==> src/common/acr_pkg.sv <==
package acr_pkg;

    // ---------------------------------------------------------------
    // Register map (word aligned byte addresses)
    // ---------------------------------------------------------------
    localparam logic [7:0] ADDR_CTRL0 = 8'h00;
    localparam logic [7:0] ADDR_CTRL1 = 8'h04;
    localparam logic [7:0] ADDR_RES_HIGH = 8'h08;
    localparam logic [7:0] ADDR_RES_LOW = 8'h0c;
    localparam logic [7:0] ADDR_IRQ_STATUS = 8'h10;
    localparam logic [7:0] ADDR_IRQ_MASK = 8'h14;

    // ---------------------------------------------------------------
    // Field positions
    // ---------------------------------------------------------------
    localparam int CTRL0_ON_BIT = 0;
    localparam int CTRL0_GO_BIT = 1;
    localparam int CTRL0_SEL_LSB = 2;
    localparam int CTRL1_REF_BIT = 0;
    localparam int CTRL1_CLK_LSB = 4;
    localparam int IRQ_DONE_BIT = 0;

    // ---------------------------------------------------------------
    // Reset values
    // ---------------------------------------------------------------
    localparam logic [7:0] CTRL0_RESET = 8'h00;
    localparam logic [7:0] CTRL1_RESET = 8'h00;
    localparam logic [9:0] RESULT_RESET = 10'h000;

    // ---------------------------------------------------------------
    // Conversion clock codes and divisors
    // ---------------------------------------------------------------
    localparam logic [2:0] CLK_DIV8 = 3'h1;
    localparam logic [2:0] CLK_DIV32 = 3'h2;
    localparam logic [2:0] CLK_DIV16 = 3'h5;
    localparam logic [2:0] CLK_DIV64 = 3'h6;
    localparam logic [6:0] DIV_8 = 7'h08;
    localparam logic [6:0] DIV_16 = 7'h10;
    localparam logic [6:0] DIV_32 = 7'h20;
    localparam logic [6:0] DIV_64 = 7'h40;
    localparam logic [6:0] DIV_RC = 7'h10;
    localparam logic [6:0] DIV_NONE = 7'h00;

    // Conversion takes this many conversion clock periods
    localparam logic [4:0] CONV_TICKS = 5'h0b;
    localparam int RES_BITS = 10;

    typedef struct packed {
        logic [4:0] input_select;
        logic conv_busy;
        logic converter_on;
    } acr_ctrl0_t;

    typedef struct packed {
        logic [2:0] conv_clock_select;
        logic reference_select;
    } acr_ctrl1_t;

    typedef enum logic [1:0] {
        ST_IDLE,
        ST_CONVERT
    } acr_state_t;

endpackage : acr_pkg

==> src/acr_adc_regs.sv <==
// Our own choices: register access over Wishbone and the register addresses.
`timescale 1ns/100ps
`default_nettype none
module acr_adc_regs
    import acr_pkg::*;
(
    // Clock and reset
    input wire logic clk_i,
    input wire logic rst_n_i,
    // Wishbone slave
    input wire logic wb_cyc_i,
    input wire logic wb_stb_i,
    input wire logic wb_we_i,
    input wire logic [7:0] wb_adr_i,
    input wire logic [3:0] wb_sel_i,
    input wire logic [31:0] wb_dat_i,
    output logic [31:0] wb_dat_o,
    output logic wb_ack_o,
    // Internal RC oscillator tick, one pulse per RC period
    input wire logic rc_tick_i,
    // Analog front end
    input wire logic [9:0] conv_data_i,
    output logic [4:0] input_select_o,
    output logic reference_select_o,
    output logic converter_on_o,
    output logic sample_hold_o,
    output logic conv_strobe_o,
    // Interrupt
    output logic irq_o
);

    // ---------------------------------------------------------------
    // Clock divisor selection
    // ---------------------------------------------------------------
    function automatic logic [6:0] clk_divisor(input logic [2:0] code);
        logic [6:0] div;
        div = DIV_NONE;
        if (code[1:0] == 2'b11) begin
            div = DIV_RC;
        end else if (code == CLK_DIV8) begin
            div = DIV_8;
        end else if (code == CLK_DIV32) begin
            div = DIV_32;
        end else if (code == CLK_DIV16) begin
            div = DIV_16;
        end else if (code == CLK_DIV64) begin
            div = DIV_64;
        end
        return div;
    endfunction : clk_divisor

    acr_ctrl0_t ctrl0, next_ctrl0;
    acr_ctrl1_t ctrl1, next_ctrl1;
    acr_state_t state, next_state;
    logic [9:0] result, next_result;
    logic irq_status, next_irq_status;
    logic irq_mask, next_irq_mask;
    logic [6:0] div_cnt, next_div_cnt;
    logic [4:0] tick_cnt, next_tick_cnt;
    logic ack, next_ack;
    logic [31:0] rdata, next_rdata;
    logic rc_meta, rc_sync, rc_prev;

    logic req;
    logic wr_lane0;
    logic [7:0] wbyte;
    logic [6:0] divisor;
    logic src_tick;
    logic conv_tick;
    logic done;

    assign req = wb_cyc_i && wb_stb_i && !ack;
    assign wr_lane0 = req && wb_we_i && wb_sel_i[0];
    assign wbyte = wb_dat_i[7:0];
    assign divisor = clk_divisor(ctrl1.conv_clock_select);
    assign src_tick = (ctrl1.conv_clock_select[1:0] == 2'b11) ? (rc_sync && !rc_prev) : 1'b1;

    // ---------------------------------------------------------------
    // RC tick synchroniser
    // ---------------------------------------------------------------
    always_ff @(posedge clk_i) begin
        if (!rst_n_i) begin
            rc_meta <= 1'b0;
            rc_sync <= 1'b0;
            rc_prev <= 1'b0;
        end else begin
            rc_meta <= rc_tick_i;
            rc_sync <= rc_meta;
            rc_prev <= rc_sync;
        end
    end

    // ---------------------------------------------------------------
    // Conversion sequencer
    // ---------------------------------------------------------------
    always_comb begin
        next_state = state;
        next_div_cnt = div_cnt;
        next_tick_cnt = tick_cnt;
        next_result = result;
        conv_tick = 1'b0;
        done = 1'b0;
        case (state)
            ST_IDLE: begin
                next_div_cnt = 7'h00;
                next_tick_cnt = 5'h00;
                if (ctrl0.conv_busy && ctrl0.converter_on && divisor != DIV_NONE) begin
                    next_state = ST_CONVERT;
                end
            end
            ST_CONVERT: begin
                if (!ctrl0.converter_on) begin
                    next_state = ST_IDLE;
                end else if (src_tick) begin
                    if (div_cnt == divisor - 7'h01) begin
                        next_div_cnt = 7'h00;
                        conv_tick = 1'b1;
                    end else begin
                        next_div_cnt = div_cnt + 7'h01;
                    end
                end
                if (ctrl0.converter_on && conv_tick) begin
                    if (tick_cnt == CONV_TICKS - 5'h01) begin
                        next_result = conv_data_i;
                        done = 1'b1;
                        next_state = ST_IDLE;
                    end else begin
                        next_tick_cnt = tick_cnt + 5'h01;
                    end
                end
            end
            default: begin
                next_state = ST_IDLE;
            end
        endcase
    end

    always_ff @(posedge clk_i) begin
        if (!rst_n_i) begin
            state <= ST_IDLE;
            div_cnt <= 7'h00;
            tick_cnt <= 5'h00;
            result <= RESULT_RESET;
        end else begin
            state <= next_state;
            div_cnt <= next_div_cnt;
            tick_cnt <= next_tick_cnt;
            result <= next_result;
        end
    end

    // ---------------------------------------------------------------
    // Register file and Wishbone slave
    // ---------------------------------------------------------------
    always_comb begin
        next_ctrl0 = ctrl0;
        next_ctrl1 = ctrl1;
        next_irq_status = irq_status;
        next_irq_mask = irq_mask;
        next_ack = req;
        next_rdata = 32'h0000_0000;
        if (wr_lane0) begin
            if (wb_adr_i == ADDR_CTRL0) begin
                next_ctrl0.input_select = wbyte[CTRL0_SEL_LSB +: 5];
                next_ctrl0.converter_on = wbyte[CTRL0_ON_BIT];
                next_ctrl0.conv_busy = wbyte[CTRL0_GO_BIT] && wbyte[CTRL0_ON_BIT];
            end else if (wb_adr_i == ADDR_CTRL1) begin
                next_ctrl1.conv_clock_select = wbyte[CTRL1_CLK_LSB +: 3];
                next_ctrl1.reference_select = wbyte[CTRL1_REF_BIT];
            end else if (wb_adr_i == ADDR_IRQ_STATUS) begin
                next_irq_status = irq_status && !wbyte[IRQ_DONE_BIT];
            end else if (wb_adr_i == ADDR_IRQ_MASK) begin
                next_irq_mask = wbyte[IRQ_DONE_BIT];
            end
        end
        if (done) begin
            next_ctrl0.conv_busy = 1'b0;
            next_irq_status = 1'b1;
        end else if (state == ST_CONVERT && !ctrl0.converter_on) begin
            next_ctrl0.conv_busy = 1'b0;
        end
        if (req && !wb_we_i) begin
            if (wb_adr_i == ADDR_CTRL0) begin
                next_rdata[7:0] = {1'b0, ctrl0.input_select, ctrl0.conv_busy, ctrl0.converter_on};
            end else if (wb_adr_i == ADDR_CTRL1) begin
                next_rdata[7:0] = {1'b0, ctrl1.conv_clock_select, 3'h0, ctrl1.reference_select};
            end else if (wb_adr_i == ADDR_RES_HIGH) begin
                next_rdata[7:0] = {6'h00, result[9:8]};
            end else if (wb_adr_i == ADDR_RES_LOW) begin
                next_rdata[7:0] = result[7:0];
            end else if (wb_adr_i == ADDR_IRQ_STATUS) begin
                next_rdata[7:0] = {7'h00, irq_status};
            end else if (wb_adr_i == ADDR_IRQ_MASK) begin
                next_rdata[7:0] = {7'h00, irq_mask};
            end
        end
    end

    always_ff @(posedge clk_i) begin
        if (!rst_n_i) begin
            ctrl0 <= CTRL0_RESET[6:0];
            ctrl1 <= CTRL1_RESET[3:0];
            irq_status <= 1'b0;
            irq_mask <= 1'b0;
            ack <= 1'b0;
            rdata <= 32'h0000_0000;
        end else begin
            ctrl0 <= next_ctrl0;
            ctrl1 <= next_ctrl1;
            irq_status <= next_irq_status;
            irq_mask <= next_irq_mask;
            ack <= next_ack;
            rdata <= next_rdata;
        end
    end

    // ---------------------------------------------------------------
    // Outputs
    // ---------------------------------------------------------------
    assign wb_ack_o = ack;
    assign wb_dat_o = rdata;
    assign input_select_o = ctrl0.input_select;
    assign reference_select_o = ctrl1.reference_select;
    assign converter_on_o = ctrl0.converter_on;
    // Hold marks the conversion window only; nothing discharges the capacitor afterwards
    assign sample_hold_o = (state == ST_CONVERT);
    assign conv_strobe_o = conv_tick;
    assign irq_o = irq_status && irq_mask;

endmodule : acr_adc_regs
`default_nettype wire

==> config.mk <==
export PLATFORM = sky130hd
export DESIGN_NAME = acr_adc_regs
export DESIGN_NICKNAME = d
export VERILOG_FILES = /design/src/common/acr_pkg.sv /design/src/acr_adc_regs.sv
export SDC_FILE = /design/constraint.sdc
export NUM_CORES = 1
export LEC_CHECK = 0
export ABC_AREA = 1
export BUFFER_PORTS_ARGS = -buffer_cell sky130_fd_sc_hd__buf_2
export CAP_MARGIN = 0
export CORE_AREA = 10 10 90 92
export DETAILED_ROUTE_END_ITERATION = 10
export DIE_AREA = 0 0 100 102
export MAX_ROUTING_LAYER = met4
export PLACE_DENSITY_LB_ADDON = 0.12
export SYNTH_ARGS = -nofsm -noshare
export SYNTH_HDL_FRONTEND = slang
export SYNTH_SLANG_ARGS = --single-unit
==> constraint.sdc <==
create_clock -name clk_i -period 1.8 [get_ports clk_i]
set_input_delay 0.18 -clock clk_i [delete_from_list [all_inputs] [get_ports clk_i]]
set_output_delay 0.18 -clock clk_i [all_outputs]
set_load 0.01 [all_outputs]
[After elaboration in Yosys (flattened, before gate mapping)]
Cells that the tools add are included.
Operators by class
  muxes and demuxes: 37
  reductions and logical operators: 34
  add/sub/neg operators: 3
  bitwise gates (word level): 5
  equality and inequality tests: 20
Operators by type and width (number)
  $mux W7: 8
  $mux W8: 4
  $eq A8 B4 Y1 const B: 2
  $eq A8 B5 Y1 const B: 2
  $mux W1: 16
  $pmux W7 S2: 1
  $logic_and A1 B1 Y1: 13
  $reduce_and A3 Y1: 4
  $mux W5: 2
  $pmux W5 S2: 1
  $eq A8 B3 Y1 const B: 1
  $logic_not A8 Y1: 1
  $mux W2: 4
  $ne A2 B2 Y1 const B: 4
  $add A7 B1 Y7 const B: 1
  $eq A7 B7 Y1: 1
  $reduce_bool A7 Y1: 1
  $sub A7 B1 Y7 const B: 1
  $eq A3 B3 Y1 const B: 2
  $ne A2 B1 Y1 const B: 3
  $reduce_bool A2 Y1: 3
  $add A5 B1 Y5 const B: 1
  $eq A5 B4 Y1 const B: 1
  $logic_not A1 Y1: 5
  other kinds (12): 17
Storage, ports and cells
  word-level logic and storage cells: 117
  input port bits: 60
  output and inout bits: 43
  flip-flop bits (word level): 73

[Logic depth before layout (Yosys ltp)]
Gate-level depths: netlist (run 1).
  depth in word-level cells: 17
  mapped depth: 16

[Least setup slack after synthesis (run 1)]
No wires, ideal clock.
  path kind: register to register
  start: register ctrl1[2] (netlist name)
  end: register result[0]
  arrival: 1764 ps
  setup slack: -26 ps
  cell stages (with the launch flop): 15
  buffers on the path: 2
  clock period less this slack: 1826 ps
  required time: 1738 ps
  path through: dfxtp_1 > buf_4 > inv_2 > nand3_2 > ha_1 > nand2_1 > nand3_1 > nor2_2 > nand3_2 > nor2_4 > nand2_2 > nor2_4 > buf_6 > nor2_1 > nor2_2
On the way
  longest elaborated chain between the ends: 14
  elaborated cells between the ends (all ways): 19
  classes of those cells: add/sub (1); eq/ne (6); mux (10); reduce/logical (2)
Ends and longest elaborated chain
  from (decl): line acr_adc_regs.sv:53  | acr_ctrl1_t ctrl1, next_ctrl1;
  from (signal assigned): line acr_adc_regs.sv:202  | ctrl1 <= CTRL1_RESET[3:0];
  from (signal assigned): line acr_adc_regs.sv:209  | ctrl1 <= next_ctrl1;
  $eq A3 B3 Y1: line acr_adc_regs.sv:46  | end else if (code == CLK_DIV64) begin
  $mux W7: line acr_adc_regs.sv:46
  $mux W7: line acr_adc_regs.sv:44  | end else if (code == CLK_DIV16) begin
  $mux W7: line acr_adc_regs.sv:42  | end else if (code == CLK_DIV32) begin
  $mux W7: line acr_adc_regs.sv:40  | end else if (code == CLK_DIV8) begin
  $mux W7: line acr_adc_regs.sv:38  | if (code[1:0] == 2'b11) begin
  $sub A7 B1 Y7: line acr_adc_regs.sv:115  | if (div_cnt == divisor - 7'h01) begin
  $eq A7 B7 Y1: line acr_adc_regs.sv:115
  $mux W1: line acr_adc_regs.sv:115
  $mux W1 (*): line acr_adc_regs.sv:114  | end else if (src_tick) begin
  $mux W1 (*): line acr_adc_regs.sv:112  | if (!ctrl0.converter_on) begin
  $mux W1 (*): line acr_adc_regs.sv:103  | case (state)
  $logic_and A1 B1 Y1 (*): line acr_adc_regs.sv:122  | if (ctrl0.converter_on && conv_tick) begin
  $reduce_and A3 Y1 (no source line) (*)
  to (signal assigned): line acr_adc_regs.sv:148  | result <= next_result;
  to (decl): line acr_adc_regs.sv:55  | logic [9:0] result, next_result;
Every way passes the cells marked *; elsewhere a longest branch is shown, timed or not. The select of a mux whose other input is x is not followed.
A chain may end at the register's enable or synchronous reset.

[Final worst setup path (run 1)]
  start: register ctrl1[2] (netlist name)
  end: output port conv_strobe_o
On the way
  longest elaborated chain between the ends: 13
  elaborated cells between the ends (all ways): 18
  classes of those cells: add/sub (1); eq/ne (6); mux (11)
Ends and longest elaborated chain
  $eq A3 B3 Y1: line acr_adc_regs.sv:46
  $mux W7: line acr_adc_regs.sv:46
  $mux W7: line acr_adc_regs.sv:44
  $mux W7: line acr_adc_regs.sv:42
  $mux W7: line acr_adc_regs.sv:40
  $mux W7: line acr_adc_regs.sv:38
  $sub A7 B1 Y7: line acr_adc_regs.sv:115
  $eq A7 B7 Y1: line acr_adc_regs.sv:115
  $mux W1: line acr_adc_regs.sv:115
  $mux W1 (*): line acr_adc_regs.sv:114
  $mux W1 (*): line acr_adc_regs.sv:112
  $mux W1 (*) (2 in series): line acr_adc_regs.sv:103
  to (decl): line acr_adc_regs.sv:27  | output logic conv_strobe_o,
Marked as above.

==> results of run 1 <==
worst min-delay path: stages:
cell and delay (ps):
buf_2 70, nand2_1 40, inv_1 40
power groups by stage:
stage,logic (W),clock network [W],registers (W)
2_1_floorplan,0.000133,0,0.00112
3_3_place_gp,0.000159,0,0.00112
3_5_place_dp,0.000160,0,0.00112
4_1_cts,0.000163,0.000954,0.00110
5_1_grt,0.000193,0.00100,0.00110
6_report,0.000171,0.000934,0.00110
layer usage:
metal / share of wire / wire length [µm] / vias to the layer above
li1: - / - / 1340
met1: 0.45 / 3100 / 1132
met2: 0.46 / 3220 / 54
met3: 0.070 / 486 / 12
met4: 0.020 / 142 / 0
met5: 0 / 0 / -
flip-flops by register name (all words and copies together) (netlist names):
name	count
converter_on_o	1
ctrl0	1
ctrl1	3
div_cnt	7
input_select_o	5
irq_mask	1
irq_status	1
rc_meta	1
rc_prev	1
rc_sync	1
reference_select_o	1
result	10
state	2
tick_cnt	5
wb_ack_o	1
wb_dat_o	8
logic make-up (layout without fill, tap and decap cells):
family,Yosys count,after routing
simple gates,186,187
buf+inv,92,142
compound gates,55,55
flops,49,49
xor+xnor,6,6
fa+ha+maj,4,4
other cells,1,25
stage by stage:
stage           util  instances  instance area (µm²)  worst slack [ps]
3_5_place_dp   0.486        526                 3050              -134
6_report       0.542        545                 3400              -138
2_1_floorplan      -        417                 2830              9.03
5_1_grt        0.542        545                 3400              -263
4_1_cts        0.531        545                 3330              -154
3_3_place_gp   0.486        526                 3050              -150
area by class of cell:
cell class / instances / area share
flip-flops and latches: 49 / 0.291
well taps: 77 / 0.0283
clock buffers: 5 / 0.0202
inverters: 54 / 0.0603
repair buffers: 80 / 0.146
clock inverters: 3 / 0.0191
multi-input cells: 277 / 0.436
what timing repair did:
item,CTS,global route
gates cloned,1,0
hold buffers,0,0
resized for setup,21,23
buffers inserted,10,4
pin swaps,10,8
endpoints found under the setup margin,23,24
layout by cell type, fill, tap and decap left out, types with 2 or more instances in the layout:
cell,count
nand2_1,73
buf_2,49
dfxtp_1,46
inv_1,45
nor2_1,34
buf_4,26
conb_1,25
a21oi_1,24
o21ai_0,22
nor2_2,21
nand4_1,17
nand3_1,12
nand2_2,9
inv_2,7
nor3_1,6
nand3_2,5
xor2_1,5
clkbuf_8,5
buf_6,5
nor2_4,4
a21oi_2,4
ha_1,3
nor3_2,2
bufinv_16,2
dfxtp_4,2
worst max-delay path by stage:
stage | slack, ps | endpoint | cells past startpoint | startpoint
after floorplan | 9 | result[0] | 15 | ctrl1[2]
after global placement | -150 | tick_cnt[2] | 12 | ctrl1[1]
after detailed placement | -130 | tick_cnt[2] | 12 | ctrl1[1]
after CTS | -150 | conv_strobe_o | 12 | ctrl1[2]
after global routing | -260 | conv_strobe_o | 12 | ctrl1[2]
final | -140 | conv_strobe_o | 12 | ctrl1[2]
==> impl_metrics.py, run 1 <==
metrics = {
    "status": {
        "status": "complete, but fails checks",
        "violations": "setup timing",
    },
    "finish": {
        "multi_input_area_um2": 1480,
        "antennaDiodeCount": 0,
        "drive_gt1_frac": 0.321,
        "fin_nets": 531,
        "nFillCells": 624,
        "area_growth_pct": 25.3,
        "seq_area_um2": 990,
    },
    "floorplan": {
        "die_area_um2": 10200,
        "die_w_um": 100,
        "core.rowCount": 29,
        "pin_count": 103,
        "core_area_um2": 6280,
        "die_h_um": 102,
        "start_util": 0.433,
    },
    "worst_setup_path": {
        "cp_slowest_cell": "dfxtp_4",
        "start_kind": "flop",
        "crit_family": "simple AND/OR/NAND/NOR gates",
        "end_kind": "primary output",
        "reg2reg_from": "ctrl1[2]",
        "slowest_delay_ps": 370,
        "path_class": "reg -> out",
        "crit_buf_inv": 4,
        "reg2regPathDepth": 15,
        "crit_fanout": 3,
        "rrSetupSlack_ps": -110,
        "required_ps": 1620,
        "crit_chain": "inv_4 > nand3_4 > ha_4 > inv_2 > nand2_2 > nand3_2 > nor2_2 > nand3_2 > nor2_4 > nand2_2 > inv_2 > buf_6",
        "rr_endpoint": "div_cnt[3]",
        "cp.arrival_ps": 1760,
    },
    "synth": {
        "synth_top_area_frac": 0.361,
        "async_flop_share": 0,
        "synth_compound_area_frac": 0.103,
        "synth_area_leaders": "dfxtp_1 36%, nand2_1 11%, buf_4 8.6%",
        "synth_most_common_cell": "nand2_1",
        "synthCells": 393,
        "syn_area_um2": 2720,
        "synth_xor_area_frac": 0.0193,
        "yosysTopAreaCell": "dfxtp_1",
        "ys_types": 30,
        "ys_warn_count": 0,
        "seq_area_frac_synth": 0.361,
        "synthAdderAreaFrac": 0.0184,
        "synth_edf_count": 0,
        "synth-seq-cells": 49,
        "synth_top_family_by_area": "simple AND/OR/NAND/NOR gates",
        "synth_commonest_cells": "78 x nand2_1, 49 x dfxtp_1, 48 x inv_1, 46 x nor2_1, 31 x buf_4",
        "synthFlopType": "dfxtp_1",
        "synth-simple-area-share": 0.321,
        "avgSynthCellArea_um2": 6.92,
        "synth_mux_area_frac": 0,
    },
    "pwr": {
        "pwr-share-clk": 0.425,
        "power_frac_comb": 0.078,
        "p_total_w": 0.00220,
        "swShare": 0.228,
        "vdd_drop_max_v": 0.000373,
        "power.leakage_nw": 1.58,
        "power.density_nw_per_um2": 646,
        "p_sw_w": 0.000502,
        "seqPwrFrac": 0.498,
        "p_int_w": 0.00170,
    },
    "sta": {
        "hold_violations": 0,
        "fmax_ghz": 0.516,
        "slew_viol_final": 0,
        "rsz0062_at_grt": "yes",
        "fin_skew_ps": 14.8,
        "setup-violations-final": 16,
        "fin_hold_ws_ps": 58.7,
        "finalSetupTns_ps": -976,
        "worst_slack_ps": -138,
        "fin_crit_ps": 1940,
        "fin_crit_sh": 1.08,
    },
    "cts": {
        "cts_buffers": 5,
        "clk_latency_ps": 310,
        "cts_max_path_buffers": 2,
        "path_clk_slew_ps": 90,
        "root_buffer": "clkbuf_8",
        "cts_tree": "done",
        "htreeDepth": 2,
        "clock-sinks": 49,
    },
    "grt": {
        "grt-busiest-layer": "met2",
        "grt_max_degree": 19,
        "grt_overflow": 0,
        "grt_use_met2": 0.227,
        "track_usage": 0.140,
        "grt_pass1_wl_um": 11700,
        "grt_antenna_before_repair": 0,
        "grt_util_met3": 0.0513,
        "grt_pass1_vias": 2639,
        "gr-usage-met1": 0.154,
    },
    "placement": {
        "gp_congestion": 0.880,
        "post-dp-hpwl_um": 5300,
        "io_buffers": 50,
    },
    "routing": {
        "final_antenna_net_count": 0,
        "drt_iter0_markers": 71,
        "drtPass1Iterations": 4,
        "viasPerCell": 4.66,
        "wl_per_cell_um": 12.7,
        "routed_wirelength_um": 6950,
        "drc_errors": 0,
        "vias": 2538,
    },
    "worst_hold_path": {
        "min-delay-start": "rc_tick_i",
        "whs_endpoint": "rc_meta",
        "min_path_cells": 3,
        "min_path_type": "in -> reg",
    },
    "job": {
        "maxCapViolations": 0,
    },
}
Power figures use the tool's default switching activity.
==> run 2, diff against run 1 <==
ABC_AREA = not set   (was 1)
CORE_AREA = 10 10 88 90   (was 10 10 90 92)
DIE_AREA = 0 0 98 100   (was 0 0 100 102)
==> run 2 against run 1 <==
Net effect:
- the run still ends with setup timing left
- routed wire length is 6.1% lower
- critical path depth down 2
- register-to-register slack got worse by 280 ps
- clock skew is 7.2 ps lower
- worst setup slack worse by 250 ps
- clock power fell by 25%
- sequential share of layout area grew 0.62 points
- cell area fell by 1.9%
- critical endpoint is now result[6]
==> impl_metrics.py, run 2 <==
metrics = {
    "routing": {
        "drtPass1Iterations": 4,
        "viasPerCell": 4.93,
        "final_antenna_net_count": 0,
        "wl_per_cell_um": 14.7,
        "drc_errors": 0,
        "vias": 2177,
        "drt_iter0_markers": 60,
        "routed_wirelength_um": 6520,
    },
    "synth": {
        "synth_commonest_cells": "49 x dfxtp_1, 35 x nor2_1, 31 x buf_4, 24 x mux2i_1, 18 x nand2_1",
        "synth_area_leaders": "dfxtp_1 39%, mux2i_1 9.6%, buf_4 9.3%",
        "async_flop_share": 0,
        "syn_area_um2": 2510,
        "synth-seq-cells": 49,
        "synth_xor_area_frac": 0.0140,
        "ys_warn_count": 0,
        "synth_top_area_frac": 0.391,
        "seq_area_frac_synth": 0.391,
        "synthFlopType": "dfxtp_1",
        "ys_types": 47,
        "avgSynthCellArea_um2": 8.96,
        "synth-simple-area-share": 0.216,
        "yosysTopAreaCell": "dfxtp_1",
        "synth_most_common_cell": "dfxtp_1",
        "synth_mux_area_frac": 0.109,
        "synthCells": 280,
        "synth_top_family_by_area": "simple AND/OR/NAND/NOR gates",
        "synthAdderAreaFrac": 0.0200,
        "synth_edf_count": 0,
        "synth_compound_area_frac": 0.127,
    },
    "cts": {
        "path_clk_slew_ps": 100,
        "cts_buffers": 5,
        "cts_max_path_buffers": 2,
        "clock-sinks": 49,
        "root_buffer": "clkbuf_8",
        "hold_buffers": 0,
        "htreeDepth": 2,
        "clk_latency_ps": 310,
        "cts_tree": "done",
    },
    "grt": {
        "grt_max_degree": 24,
        "grt_pass1_wl_um": 10500,
        "grt_overflow": 0,
        "grt_pass1_vias": 2184,
        "grt_antenna_before_repair": 0,
        "track_usage": 0.127,
        "gr-usage-met1": 0.165,
        "grt_util_met3": 0.0385,
        "grt_use_met2": 0.186,
        "grt-busiest-layer": "met2",
    },
    "floorplan": {
        "start_util": 0.409,
        "pin_count": 103,
        "core_area_um2": 6130,
        "die_h_um": 100,
        "core.rowCount": 29,
        "die_area_um2": 9800,
        "die_w_um": 98,
    },
    "worst_setup_path": {
        "rr_endpoint": "result[6]",
        "end_kind": "flop",
        "cp_slowest_cell": "a2111oi_4",
        "crit_fanout": 11,
        "rrSetupSlack_ps": -390,
        "start_kind": "flop",
        "required_ps": 2000,
        "crit_buf_inv": 2,
        "crit_chain": "nor2_4 > nand2_2 > ha_4 > xnor2_4 > mux2i_4 > buf_6 > a2111oi_4 > buf_12 > mux2i_1 > nor2_1",
        "crit_family": "multiplexers",
        "path_class": "reg -> reg",
        "cp.arrival_ps": 2390,
        "reg2reg_from": "ctrl1[2]",
        "reg2regPathDepth": 10,
        "slowest_delay_ps": 390,
    },
    "status": {
        "status": "complete, but fails checks",
        "violations": "setup timing",
    },
    "pwr": {
        "power.density_nw_per_um2": 576,
        "vdd_drop_max_v": 0.000409,
        "power.leakage_nw": 1.40,
    },
    "sta": {
        "setup-violations-final": 24,
        "fin_crit_sh": 1.22,
        "max_slew_margin": 0.490,
        "fmax_ghz": 0.457,
        "fin_skew_ps": 7.57,
        "fin_crit_ps": 2190,
        "rsz0062_at_grt": "yes",
        "finalSetupTns_ps": -7070,
        "slew_viol_final": 0,
        "worst_pin_slew_ps": 757,
        "worst_slack_ps": -390,
        "hold_violations": 0,
        "fin_hold_ws_ps": 71.8,
    },
    "worst_hold_path": {
        "min_path_cells": 2,
        "whs_endpoint": "rc_meta",
        "min-delay-start": "rc_tick_i",
        "min_path_type": "in -> reg",
    },
    "finish": {
        "fin_nets": 428,
        "antennaDiodeCount": 0,
        "largest_reg_flops": 10,
        "drive_gt1_frac": 0.384,
        "design_area_um2": 3340,
        "regMostFlops": "result",
        "final_cell_mix": "48 x buf_2, 45 x dfxtp_1, 35 x buf_4, 33 x nor2_1, 25 x conb_1",
        "area_growth_pct": 33.1,
        "stdcell_count": 442,
        "layout_commonest_cell": "buf_2",
    },
    "placement": {
        "gp_congestion": 0.768,
        "io_buffers": 50,
        "dp_cells": 426,
        "placedInstanceArea_um2": 2970,
        "post-dp-hpwl_um": 4760,
    },
    "job": {
        "maxCapViolations": 0,
    },
}
[run 2: changes by cell type after synthesis, sizes merged, moves of 8 or more]
cell / change
a21oi: -22
mux2i: +24
nand4: -10
nor2: -23
o21ai: -8
nand2: -64
inv: -48
[run 2: cells by family (layout without fill, tap and decap cells)]
| group | count (synthesis) | count (layout) |
|---|---|---|
| AOI/OAI and AO/OA | 46 | 46 |
| xor gates and xnor gates | 4 | 4 |
| adders and majority gates | 4 | 4 |
| buffers and inverters | 46 | 107 |
| DFF | 49 | 49 |
| muxes | 27 | 27 |
| other | 1 | 25 |
| and+or+nand+nor | 103 | 103 |
[run 2: per-layer routing]
layer,vias up,share of wire
li1,1097,-
met1,1005,0.48
met2,65,0.44
met3,10,0.064
met4,0,0.018
met5,-,0
[run 2: what timing repair did]
action / in CTS / in global routing
pin swaps: 11 / 14
setup endpoints to repair: 30 / 34
buffers inserted: 5 / 4
resized for setup: 21 / 31
gates cloned: 0 / 0
[run 2: how the worst max path moves through the flow]
stage / cells after the start / slack, ps / startpoint / endpoint
floorplan: 10 / -440 / ctrl1[2] / result[6]
global placement: 8 / -350 / ctrl1[3] / tick_cnt[2]
detailed placement: 7 / -390 / ctrl1[3] / tick_cnt[1]
CTS: 10 / -390 / ctrl1[2] / conv_strobe_o
global route: 10 / -500 / ctrl1[2] / result[9]
finish: 10 / -390 / ctrl1[2] / result[6]
[run 2: through the flow]
stage          power (W)  utilization  setup WS [ps]
6_report         0.00192        0.544           -390
5_1_grt          0.00199        0.544           -501
4_1_cts          0.00193        0.521           -387
2_1_floorplan    0.00122            -           -442
3_5_place_dp     0.00125        0.484           -388
3_3_place_gp     0.00125        0.484           -353
[run 2: layout make-up]
| cell class | instances | area (µm²) |
|---|---|---|
| multi-input cells | 209 | 1500 |
| flip-flops and latches | 49 | 991 |
| well taps | 77 | 96.3 |
| clock inverters | 3 | 26.3 |
| clock buffers | 5 | 68.8 |
| fillers | 576 | 2790 |
| inverters | 5 | 18.8 |
| repair buffers | 94 | 636 |
[run 2: power by group]
| part | switching [W] | internal, W |
|---|---|---|
| Sequential | 0.00000376 | 0.00109 |
| Clock | 0.000413 | 0.000283 |
| Combinational | 0.0000873 | 0.0000496 |
